[src/common/icr_pkg.sv]
// constants, register map and carrier types of the two-wire configuration block
// assumes a classic wishbone slave with 32-bit data, one byte register per word
package icr_pkg;
    localparam int unsigned ICR_CLK_HZ = 100_000_000;
    localparam int unsigned ICR_ADDR_W = 8;
    // word offsets of the byte registers (byte address = 4 * index)
    localparam logic [7:0] ICR_IDX_CTRL = 8'hf0;
    localparam logic [7:0] ICR_IDX_CCR = 8'hf3;
    localparam logic [7:0] ICR_IDX_OAL = 8'hf4;
    localparam logic [7:0] ICR_IDX_OAH = 8'hf5;
    localparam logic [7:0] ICR_IDX_DATA = 8'hf6;
    localparam logic [7:0] ICR_IDX_GCA = 8'hf7;
    localparam logic [7:0] ICR_IDX_ISR = 8'hf8;
    localparam logic [7:0] ICR_IDX_IVR = 8'hf9;
    localparam logic [7:0] ICR_IDX_RDAP = 8'hfa;
    localparam logic [7:0] ICR_IDX_ECCR = 8'hfe;
    localparam logic [7:0] ICR_IDX_FLAGS = 8'he0;
    // reset values
    localparam logic [7:0] ICR_RST_ZERO = 8'h00;
    localparam logic [7:0] ICR_RST_GCA = 8'ha0;
    localparam logic [7:0] ICR_RST_ISR = 8'h80;
    // writable masks
    localparam logic [7:0] ICR_OAH_ADDR_MASK = 8'h06;
    localparam logic [7:0] ICR_OAH_LOCK_MASK = 8'hf0;
    localparam logic [7:0] ICR_OAH_RANGE_MASK = 8'hd0;
    localparam logic [7:0] ICR_OAH_TEN_MASK = 8'h20;
    localparam logic [7:0] ICR_ISR_CFG_MASK = 8'hf0;
    localparam logic [7:0] ICR_ECCR_MASK = 8'h03;
    localparam logic [7:0] ICR_IVR_BASE_MASK = 8'hf8;
    localparam logic [7:0] ICR_CTRL_MASK = 8'h21;
    localparam logic [7:0] ICR_NEVER_ADDR = 8'h01;
    // field positions
    localparam int unsigned ICR_B_FAST = 7;
    localparam int unsigned ICR_B_PE = 5;
    localparam int unsigned ICR_B_ITE = 0;
    localparam int unsigned ICR_B_TEN = 5;
    localparam int unsigned ICR_B_SUSP = 7;
    localparam int unsigned ICR_B_ERRP = 2;
    localparam int unsigned ICR_B_RXP = 1;
    localparam int unsigned ICR_B_TXP = 0;
    localparam int unsigned ICR_NUM_FLAGS = 8;
    localparam logic [2:0] ICR_PRIO_NONE = 3'h7;
    // source codes of the vector
    localparam logic [1:0] ICR_EV_NONE = 2'h0;
    localparam logic [1:0] ICR_EV_ERR = 2'h1;
    localparam logic [1:0] ICR_EV_RX = 2'h2;
    localparam logic [1:0] ICR_EV_TX = 2'h3;

    typedef enum logic [2:0] {
        ICR_SRC_NONE = 3'b000,
        ICR_SRC_ERR_HI = 3'b001,
        ICR_SRC_RX_DMA = 3'b010,
        ICR_SRC_TX_DMA = 3'b011,
        ICR_SRC_ERR_LO = 3'b100,
        ICR_SRC_RX = 3'b101,
        ICR_SRC_TX = 3'b110
    } icr_src_t;

    typedef struct packed {
        logic [8:0] divider;
        logic fast;
        logic [2:0] range_code;
        logic ten_bit;
        logic [9:0] own_addr;
        logic [7:0] gc_addr;
    } icr_cfg_t;

    typedef struct packed {
        logic rx_dma_req;
        logic tx_dma_req;
        logic irq_req;
        logic [2:0] prio;
        icr_src_t src;
    } icr_req_t;
endpackage

[src/hdl/icr_regs.sv]
// configuration, address, data, pending and vector registers of the two-wire interface
// assumes a classic wishbone master; the serial engine and dma controller sit alongside
`timescale 1ns/1ps
`default_nettype none
module icr_regs
    import icr_pkg::*;
(
    input wire logic sys_clk_in,
    input wire logic sys_rst_in,
    input wire logic wb_cyc_in,
    input wire logic wb_stb_in,
    input wire logic wb_we_in,
    input wire logic [ICR_ADDR_W+1:0] wb_adr_in,
    input wire logic [3:0] wb_sel_in,
    input wire logic [31:0] wb_dat_in,
    output logic [31:0] wb_dat_out,
    output logic wb_ack_out,
    input wire logic [ICR_NUM_FLAGS-1:0] error_flags_in,
    input wire logic rx_byte_in,
    input wire logic [7:0] rx_data_in,
    input wire logic tx_ready_in,
    input wire logic rx_dma_want_in,
    input wire logic tx_dma_want_in,
    input wire logic rx_dma_done_in,
    input wire logic tx_dma_done_in,
    input wire logic [7:0] addr_byte_in,
    input wire logic addr_valid_in,
    output logic address_matched_out,
    output logic tx_start_out,
    output logic [7:0] tx_data_out,
    output logic rx_resume_out,
    output icr_cfg_t cfg_out,
    output icr_req_t req_out
);
    logic [7:0] ctrl, ccr, eccr, oal, oah, data, gca, interrupt_segment_reg, ivr, rdap;
    logic [ICR_NUM_FLAGS-1:0] flag_s1, flag_s2;
    logic busy_ack;

    // decode
    wire acc = wb_cyc_in && wb_stb_in && !busy_ack;
    wire [7:0] idx = wb_adr_in[ICR_ADDR_W+1:2];
    wire wr = acc && wb_we_in && wb_sel_in[0];
    wire rd = acc && !wb_we_in;
    wire [7:0] wd = wb_dat_in[7:0];
    wire pe = ctrl[ICR_B_PE];
    wire interface_irq_enable = ctrl[ICR_B_ITE];
    wire any_flag = |flag_s2;

    function automatic logic [7:0] merge(input logic [7:0] old, input logic [7:0] nv, input logic [7:0] m);
        merge = (old & ~m) | (nv & m);
    endfunction

    // locked fields take the write only while disabled
    wire [7:0] oah_mask = ICR_OAH_ADDR_MASK | (pe ? ICR_RST_ZERO : ICR_OAH_LOCK_MASK);
    wire [7:0] next_oah = merge(oah, wd, oah_mask);

    // pending bits: write one ignored, write zero clears, event wins over clear
    wire isr_wr = wr && (idx == ICR_IDX_ISR);
    wire next_errp = (interface_irq_enable && any_flag) || (interrupt_segment_reg[ICR_B_ERRP] && !(isr_wr && !wd[ICR_B_ERRP]));
    wire next_rxp = (interface_irq_enable && rx_byte_in) || (interrupt_segment_reg[ICR_B_RXP] && !(isr_wr && !wd[ICR_B_RXP]));
    wire next_txp = (interface_irq_enable && tx_ready_in) || (interrupt_segment_reg[ICR_B_TXP] && !(isr_wr && !wd[ICR_B_TXP]));
    wire [7:0] next_isr = {isr_wr ? wd[7:4] : interrupt_segment_reg[7:4], 1'b0, next_errp, next_rxp, next_txp};

    // fixed source order
    wire susp = interrupt_segment_reg[ICR_B_SUSP];
    wire dma_block = susp && interrupt_segment_reg[ICR_B_ERRP];
    wire prio_on = interrupt_segment_reg[6:4] != ICR_PRIO_NONE;
    wire src_err_hi = susp && interrupt_segment_reg[ICR_B_ERRP];
    wire src_rxd = rx_dma_want_in && !dma_block;
    wire src_txd = tx_dma_want_in && !dma_block;
    wire src_err_lo = !susp && interrupt_segment_reg[ICR_B_ERRP];
    wire src_rx = interrupt_segment_reg[ICR_B_RXP];
    wire src_tx = interrupt_segment_reg[ICR_B_TXP];
    icr_src_t next_src;
    assign next_src = !prio_on ? ICR_SRC_NONE :
        src_err_hi ? ICR_SRC_ERR_HI :
        src_rxd ? ICR_SRC_RX_DMA :
        src_txd ? ICR_SRC_TX_DMA :
        src_err_lo ? ICR_SRC_ERR_LO :
        src_rx ? ICR_SRC_RX :
        src_tx ? ICR_SRC_TX : ICR_SRC_NONE;
    logic [1:0] next_ev;
    always_comb begin
        unique case (next_src)
            ICR_SRC_ERR_HI, ICR_SRC_ERR_LO: next_ev = ICR_EV_ERR;
            ICR_SRC_RX: next_ev = ICR_EV_RX;
            ICR_SRC_TX: next_ev = ICR_EV_TX;
            default: next_ev = ivr[2:1];
        endcase
    end

    // address comparison
    wire ten = oah[ICR_B_TEN];
    wire [9:0] own10 = {oah[2:1], oal};
    wire match7 = (addr_byte_in[7:1] == oal[7:1]) && (addr_byte_in != ICR_NEVER_ADDR);
    wire match10 = ({addr_byte_in[2:1], oal} == own10);
    wire match_gc = (addr_byte_in[7:1] == gca[7:1]) && (addr_byte_in != ICR_NEVER_ADDR);
    wire next_match = addr_valid_in && pe && ((ten ? match10 : match7) || match_gc);

    logic [7:0] rdata;
    always_comb begin
        unique case (idx)
            ICR_IDX_CTRL: rdata = ctrl;
            ICR_IDX_CCR: rdata = ccr;
            ICR_IDX_ECCR: rdata = eccr;
            ICR_IDX_OAL: rdata = oal;
            ICR_IDX_OAH: rdata = oah;
            ICR_IDX_DATA: rdata = data;
            ICR_IDX_GCA: rdata = gca;
            ICR_IDX_ISR: rdata = interrupt_segment_reg;
            ICR_IDX_IVR: rdata = ivr;
            ICR_IDX_RDAP: rdata = rdap;
            ICR_IDX_FLAGS: rdata = flag_s2;
            default: rdata = ICR_RST_ZERO;
        endcase
    end

    always_ff @(posedge sys_clk_in) begin
        flag_s1 <= error_flags_in;
        flag_s2 <= flag_s1;
    end

    // bus slave: ack one cycle after request, released next cycle
    always_ff @(posedge sys_clk_in) begin
        if (sys_rst_in) begin
            busy_ack <= 1'b0;
            wb_ack_out <= 1'b0;
            wb_dat_out <= '0;
        end else begin
            busy_ack <= acc;
            wb_ack_out <= acc;
            wb_dat_out <= acc ? {24'h000000, rdata} : '0;
        end
    end

    always_ff @(posedge sys_clk_in) begin
        if (sys_rst_in) begin
            ctrl <= ICR_RST_ZERO;
            ccr <= ICR_RST_ZERO;
            eccr <= ICR_RST_ZERO;
            oal <= ICR_RST_ZERO;
            oah <= ICR_RST_ZERO;
            gca <= ICR_RST_GCA;
            rdap <= ICR_RST_ZERO;
        end else if (wr) begin
            if (idx == ICR_IDX_CTRL) ctrl <= wd & ICR_CTRL_MASK;
            if (idx == ICR_IDX_CCR) ccr <= wd;
            if (idx == ICR_IDX_ECCR) eccr <= wd & ICR_ECCR_MASK;
            if (idx == ICR_IDX_OAL) oal <= wd;
            if (idx == ICR_IDX_OAH) oah <= next_oah;
            if (idx == ICR_IDX_GCA && !pe) gca <= wd;
            if (idx == ICR_IDX_RDAP) rdap <= wd;
        end
    end

    // data buffer and hand-off pulses
    wire data_wr = wr && (idx == ICR_IDX_DATA);
    wire data_rd = rd && (idx == ICR_IDX_DATA);
    always_ff @(posedge sys_clk_in) begin
        if (sys_rst_in) begin
            data <= ICR_RST_ZERO;
            tx_start_out <= 1'b0;
            rx_resume_out <= 1'b0;
            tx_data_out <= ICR_RST_ZERO;
        end else begin
            if (data_wr) data <= wd;
            else if (rx_byte_in) data <= rx_data_in;
            tx_start_out <= data_wr || tx_dma_done_in;
            rx_resume_out <= data_rd || rx_dma_done_in;
            tx_data_out <= data_wr ? wd : data;
        end
    end

    always_ff @(posedge sys_clk_in) begin
        if (sys_rst_in) begin
            interrupt_segment_reg <= ICR_RST_ISR;
            ivr <= ICR_RST_ZERO;
            req_out <= '0;
            address_matched_out <= 1'b0;
            cfg_out <= '0;
        end else begin
            interrupt_segment_reg <= next_isr;
            ivr <= {(wr && idx == ICR_IDX_IVR) ? wd[7:3] : ivr[7:3], next_ev, 1'b0};
            req_out.rx_dma_req <= src_rxd;
            req_out.tx_dma_req <= src_txd;
            req_out.irq_req <= interface_irq_enable && (src_err_hi || src_err_lo || src_rx || src_tx);
            req_out.prio <= interrupt_segment_reg[6:4];
            req_out.src <= next_src;
            address_matched_out <= next_match;
            cfg_out.divider <= {eccr[1:0], ccr[6:0]};
            cfg_out.fast <= ccr[ICR_B_FAST];
            cfg_out.range_code <= {oah[4], oah[7:6]};
            cfg_out.ten_bit <= ten;
            cfg_out.own_addr <= own10;
            cfg_out.gc_addr <= gca;
        end
    end

    chk_err_holds: assert property (@(posedge sys_clk_in) disable iff (sys_rst_in)
        (interface_irq_enable && any_flag) |=> interrupt_segment_reg[ICR_B_ERRP]) else $error("error pending not held");
    chk_gca_locked: assert property (@(posedge sys_clk_in) disable iff (sys_rst_in)
        pe |=> $stable(gca)) else $error("general call address changed while enabled");
    chk_dma_suspend: assert property (@(posedge sys_clk_in) disable iff (sys_rst_in)
        (susp && interrupt_segment_reg[ICR_B_ERRP]) |=> !req_out.rx_dma_req && !req_out.tx_dma_req) else $error("dma not suspended");
    chk_range_lock: assert property (@(posedge sys_clk_in) disable iff (sys_rst_in)
        $past(pe) |-> oah[7:4] == $past(oah[7:4])) else $error("range code changed while enabled");
    chk_vec_zero: assert property (@(posedge sys_clk_in) disable iff (sys_rst_in)
        !ivr[0]) else $error("vector bit zero set");
    chk_tx_start: assert property (@(posedge sys_clk_in) disable iff (sys_rst_in)
        data_wr |=> tx_start_out) else $error("tx start missing");
    chk_rx_pend: assert property (@(posedge sys_clk_in) disable iff (sys_rst_in)
        (!interface_irq_enable && !interrupt_segment_reg[ICR_B_RXP]) |=> !interrupt_segment_reg[ICR_B_RXP]) else $error("rx pending set without enable");
    chk_no_prio: assert property (@(posedge sys_clk_in) disable iff (sys_rst_in)
        (interrupt_segment_reg[6:4] == ICR_PRIO_NONE) |=> req_out.src == ICR_SRC_NONE) else $error("source with no priority");
endmodule
`default_nettype wire

[config.mk]
export PLATFORM = sky130hd
export DESIGN_NAME = icr_regs
export DESIGN_NICKNAME = d
export VERILOG_FILES = /design/src/common/icr_pkg.sv /design/src/hdl/icr_regs.sv
export SDC_FILE = /design/constraint.sdc
export NUM_CORES = 1
export LEC_CHECK = 0
export ABC_AREA = 1
export CAP_MARGIN = 25
export CORE_MARGIN = 5
export CORE_UTILIZATION = 35
export CTS_CLUSTER_DIAMETER = 30
export CTS_CLUSTER_SIZE = 20
export DETAILED_ROUTE_END_ITERATION = 8
export DONT_BUFFER_PORTS = 1
export PLACE_DENSITY = 0.54
export SYNTH_ARGS = -nofsm -noshare
export SYNTH_HDL_FRONTEND = slang
export SYNTH_SLANG_ARGS = --single-unit
[constraint.sdc]
create_clock -name sys_clk_in -period 1.6 [get_ports sys_clk_in]
set_clock_uncertainty 0.15 [all_clocks]
set_input_delay 0.24 -clock sys_clk_in [delete_from_list [all_inputs] [get_ports sys_clk_in]]
set_output_delay 0.24 -clock sys_clk_in [all_outputs]
set_load 0.02 [all_outputs]
Yosys cells after proc, flatten, opt, wreduce, memory -nomap -nowiden
Cells that the tools add are included.
{ "op_classes": {"reduce_logical": 60, "n_eq_ne": 20, "mux": 14, "bitwise": 5} }
{ "ops": {"columns": ["op", "count"], "rows": [
  ["$eq A8 B8 Y1 const B", 11],
  ["$pmux W8 S11", 1],
  ["$mux W8", 4],
  ["$logic_and A1 B1 Y1", 28],
  ["$mux W3", 7],
  ["$and A8 B8 Y8", 2],
  ["$eq A7 B7 Y1", 2],
  ["$reduce_and A2 Y1", 7],
  ["$logic_not A1 Y1", 11],
  ["$eq A3 B3 Y1 const B", 3],
  ["$logic_or A1 B1 Y1", 9],
  ["$ne A8 B1 Y1 const B", 1],
  ["$not A8 Y8", 1],
  ["$or A8 B8 Y8", 1],
  ["$reduce_or A8 Y1", 1],
  ["$pmux W2 S3", 1],
  ["$reduce_or A2 Y1", 2],
  ["$eq A3 B1 Y1 const B", 1],
  ["$ne A3 B3 Y1 const B", 1],
  ["$reduce_bool A3 Y1", 1],
  ["$eq A2 B2 Y1", 1],
  ["$reduce_bool A2 Y1", 1],
  ["$mux W1", 1],
  ["$not A1 Y1", 1]
]} }
{ "word_totals": {"regBits": 169, "word_cells": 133, "out_inout_bits": 85, "in_bits": 82} }

Depth between registers and ports, before layout
{ "logic_depth": {"depth_word": 10, "mapped_depth": 11, "mapped_depth_nobuf": 11} }

Worst setup path before layout
Ideal clock, no wire load.
{ "synth_path": {"kind": "reg2reg", "start": "reg busy_ack", "end": "reg data[2]", "required_ns": 1.322, "synth_period_minus_slack_ns": 1.528, "arrival_ns": 1.251, "stages_incl_launch_ff": 10, "slack_ns": 0.072, "setup_ns": 0.128, "cell_sequence": "dfxtp_1 -> inv_1 -> nand3_1 -> nor2_1 -> nand2_1 -> buf_4 -> nand2_1 -> nor2_1 -> nor2_1 -> nor2_1"} }
{ "synth_between": {"elab_chain_len": 6, "word_cells_on_any_way": 7} }
{ "synth_lines": {"columns": ["item", "line", "source"], "rows": [
  ["from (decl)", "icr_regs.sv:37", "logic busy_ack;"],
  ["from (signal assigned)", "icr_regs.sv:126", "busy_ack <= 1'b0;"],
  ["from (signal assigned)", "icr_regs.sv:130", "busy_ack <= acc;"],
  ["$logic_not A1 Y1 (*)", "icr_regs.sv:40", "wire acc = wb_cyc_in && wb_stb_in && !busy_ack;"],
  ["$logic_and A1 B1 Y1 (*)", "icr_regs.sv:40", null],
  ["$logic_and A1 B1 Y1 (*) (2 in a row)", "icr_regs.sv:42", "wire wr = acc && wb_we_in && wb_sel_in[0];"],
  ["$logic_and A1 B1 Y1 (*)", "icr_regs.sv:157", "wire data_wr = wr && (idx == ICR_IDX_DATA);"],
  ["$mux W8 / $reduce_bool A2 Y1 (equally long branches)", null, null],
  ["to (signal assigned)", "icr_regs.sv:166", "if (data_wr) data <= wd;"],
  ["to (signal assigned)", "icr_regs.sv:167", "else if (rx_byte_in) data <= rx_data_in;"],
  ["to (decl)", "icr_regs.sv:35", "logic [7:0] ctrl, ccr, eccr, oal, oah, data, gca, interrupt_segment_reg, ivr, rdap;"]
]} }
Mark *: on every way between the ends. The rest lies on a longest branch, timed or not.
A chain may end at the register's enable or synchronous reset.

Final worst setup path
{ "layout_path": {"start": "in wb_stb_in", "end": "reg rx_resume_out"} }
{ "layout_between": {"elab_chain_len": 5} }
{ "layout_lines": {"columns": ["item", "line", "source"], "rows": [
  ["from (decl)", "icr_regs.sv:11", "input wire logic wb_stb_in,"],
  ["$logic_and A1 B1 Y1 (2 in a row)", "icr_regs.sv:40", null],
  ["$logic_and A1 B1 Y1", "icr_regs.sv:43", "wire rd = acc && !wb_we_in;"],
  ["$logic_and A1 B1 Y1", "icr_regs.sv:158", "wire data_rd = rd && (idx == ICR_IDX_DATA);"],
  ["$logic_or A1 B1 Y1", "icr_regs.sv:169", "rx_resume_out <= data_rd || rx_dma_done_in;"],
  ["to (signal assigned)", "icr_regs.sv:169", null],
  ["to (decl)", "icr_regs.sv:31", "output logic rx_resume_out,"]
]} }
No other way between the ends.

==> results.md <==
- Detailed-route DRC error count: 0
- Slowest cell on crit path: dlygate4sd3_1
- Initial DRC count: 353
- Biggest regs: cfg_out x32, req_out x9
- Final period util: 0.9494
- Crit path from: wb_stb_in
- Area of the multi-input gates: 2377 µm²
- Setup crit end: rx_resume_out
- CP max stage delay: 570 ps
- Final net count: 939
- Wire per inst: 16.30 µm
- Share of cells above drive strength 1: 0.1218
- Sequential cell area: 2824 µm²
- Root buf cell: clkbuf_16
- Via count: 5123
- RR Endpoint: rx_resume_out
- Sw Share: 0.2216
- Starting Density: 0.3587
- Hpwl dp: 12680 µm
- Post-synth EDFFs: 0
- Remaining global-route overflow: 0
- Clock slew at reported path FFs: 60 ps
- Status: finished, violations left
- Site Rows: 46
- Stages on worst setup path: 6
- # IOs: 167
- Vias per cell: 4.717
- Syn Std Cell Area: 5739 µm²
- N_diodes: 0
- Max IR drop VDD: 0.7574 mV
- Ranking of synthesized cells by area: dfxtp_1, nand2_1, nor2_1
- Fin Setup TNS: 0 ps
- Failing checks: negative hold slack
- Max Transition Viols Final: 0
- R2R depth: 6
- Total Power: 8302 µW
- Die ar.: 19060 µm²
- Path category of the worst min-delay check: input pin to flop
- Final WL: 17700 µm
- Fin cells: 1086
- RSZ-0062 raised after global routing: true
- Worst-path fanout max: 3
- Chip height: 138.1 µm
- Hold buffer count at CTS: 47
- Comb pwr share: 0.054
- Setup crit end kind: flop
- Initial antenna violation count: 0
- CTS tree: done
- Power Dens Cells: 1135 nW/µm²
- Worst setup SP type: input pin
- Int Power: 6462 µW
- CTS Buffer Depth: 2
- CTS sink count: 141
- Crit-path cells: dlygate4sd3_1, nand3_2, nor2_1, a21oi_1, dlygate4sd3_1, nor2_1
- Antenna Nets Post-Route: 0
- Peak Freq: 658.3 MHz
- Reg2reg setup slack: 90 ps
- Area delta synth->final: 27.47%
- Leak Pwr: 0.003196 µW
- Syn Area/Cell: 7.425 µm²
- Synth warnings: 0
- First-pass GRT wire length: 27020 µm
- Vias in the first global route: 4930
- Sw Pwr: 1840 µW
- Most common flop cell mapped by yosys: dfxtp_1
- Final setup viols: 0
- Setup CP Type: input pin to flop
- Post-Place Cells: 1001
- Skew-Pair Late Insertion Delay: 430 ps
- FF+latch count, synth: 141
- Total track usage: 0.1827
- CP top delay family: buffers and inverters
- GPL Wtd Cong: 0.8931
- Maxcap violations: 0
- Die W: 138.1 µm
- Max FFs per register: 32
- R2R Path Start: busy_ack
- Cell variety after synth: 29
- Total CTS buffers: 17
- Final Hold Fails: 6
- Fillers: 1644
- CTS H-tree lvls: 4
- Drt pass-1 iters: 5
- Top cell type's share of synthesized area: 0.4918
- Worst hold slack: -161.9 ps
- FFs w/ async S/R, synth: 0
- Worst EP arrival: 1680 ps
- Buf/Inv on CP: 2
- Crit path required time: 1760 ps
- Core area: 16000 µm²
- Pin count of the biggest net entering global routing: 58
- PortBufs: 0
- Synth Instances: 773
- Final min period: 1519 ps
- Clk network pwr share: 0.510
- Largest area contributor in the netlist: dfxtp_1
- Seq/Total Area, Yosys: 0.4918
- Flop pwr share: 0.435
- Most flop-heavy register: cfg_out
==> worst reg2reg max path: stages, from the launching register on <==
cell           delay [ps]
dfxtp_2               340
inv_1                  60
nand3_2                70
nor2_1                 50
a21oi_1               130
dlygate4sd3_1         560
nor2_1                 40
==> cells by family after synthesis <==
kind of cell	share of synthesized area
DFF	0.4918
other	0.0006534
AOI/OAI and AO/OA	0.1254
and+or+nand+nor	0.2647
buffers and inverters	0.1114
xor gates and xnor gates	0.006105
==> synth_stat cells (all sizes together), types with 2 or more instances <==
cell type / count
buf: 35
clkbuf: 13
o22ai: 2
o21ai: 64
nand4: 2
xnor2: 3
inv: 86
dfxtp: 141
a21oi: 67
nand2: 166
nor3: 3
nor2: 119
o211ai: 3
nor4: 2
nand3: 60
a31oi: 2
==> area by class of cell <==
| class | instances | area share |
|---|---|---|
| well taps | 216 | 0.03694 |
| repair buffers | 90 | 0.1206 |
| clock buffers | 22 | 0.06482 |
| flip-flops and latches | 141 | 0.3860 |
| inverters | 87 | 0.04464 |
| clock inverters | 10 | 0.02206 |
| multi-input cells | 520 | 0.3250 |
==> stage by stage <==
stage               utilization  cell area (µm²)  setup WS, ps
floorplan                     -             5826         71.92
global placement         0.3827             6123        -69.33
detailed placement       0.3827             6123        -65.69
CTS                      0.4529             7247         1.683
global route             0.4572             7316        -19.50
finish                   0.4572             7316         81.00
==> what timing repair did <==
item / CTS / global route
endpoints found under the setup margin: 0 / 46
hold endpoints to repair: 130 / 5
setup buffers: 0 / 7
gates resized for setup: 0 / 13
==> metal layers <==
layer | wire (µm) | vias to the layer above | track usage
li1 | - | 2579 | -
met1 | 7454 | 2340 | 0.2140
met3 | 1149 | 39 | 0.05690
met2 | 8540 | 165 | 0.3027
met5 | 0 | - | 0
met4 | 552 | 0 | 0.09100
==> power groups by stage <==
stage	Sequential, µW	Combinational, µW	Clock (µW)
2_1_floorplan	3680	285	0
3_3_place_gp	3690	297	0
3_5_place_dp	3690	298	0
4_1_cts	3620	442	4320
5_1_grt	3620	489	4500
6_report	3610	450	4240
==> layout by cell type (no fill, tap or decap), types with 2 or more instances in the layout <==
| cell | Yosys | final |
|---|---|---|
| buf_12 | 0 | 5 |
| conb_1 | 1 | 24 |
| dlygate4sd3_1 | 0 | 45 |
| clkinv_2 | 0 | 2 |
| buf_4 | 28 | 35 |
| buf_6 | 3 | 3 |
| dfxtp_1 | 141 | 140 |
| clkinvlp_4 | 0 | 3 |
| nor2_4 | 7 | 7 |
| nor2_2 | 7 | 7 |
| nand2_2 | 8 | 10 |
| o21ai_1 | 8 | 11 |
| xnor2_1 | 3 | 3 |
| nand3_1 | 59 | 58 |
| a21oi_2 | 2 | 3 |
| clkbuf_1 | 13 | 2 |
| nor3_1 | 3 | 3 |
| nand4_1 | 2 | 2 |
| inv_1 | 86 | 85 |
| nand2_1 | 158 | 156 |
| o22ai_1 | 2 | 2 |
| a21oi_1 | 65 | 64 |
| clkbuf_8 | 0 | 3 |
| o21ai_0 | 56 | 53 |
| a31oi_1 | 2 | 2 |
| nor2_1 | 105 | 105 |
| bufinv_16 | 0 | 4 |
| o211ai_1 | 3 | 3 |
| nor4_1 | 2 | 2 |
| clkbuf_16 | 0 | 17 |
==> worst min-delay path by stage <==
stage	from	to	cells past startpoint
after floorplan	error_flags_in[0]	flag_s1[0]	0
after global placement	error_flags_in[5]	flag_s1[5]	0
after detailed placement	error_flags_in[3]	flag_s1[3]	0
after CTS	wb_dat_in[0]	tx_data_out[0]	2
after global routing	wb_dat_in[0]	tx_data_out[0]	2
final	wb_dat_in[0]	tx_data_out[0]	2
Note: power is estimated with default switching activity, not from simulation.
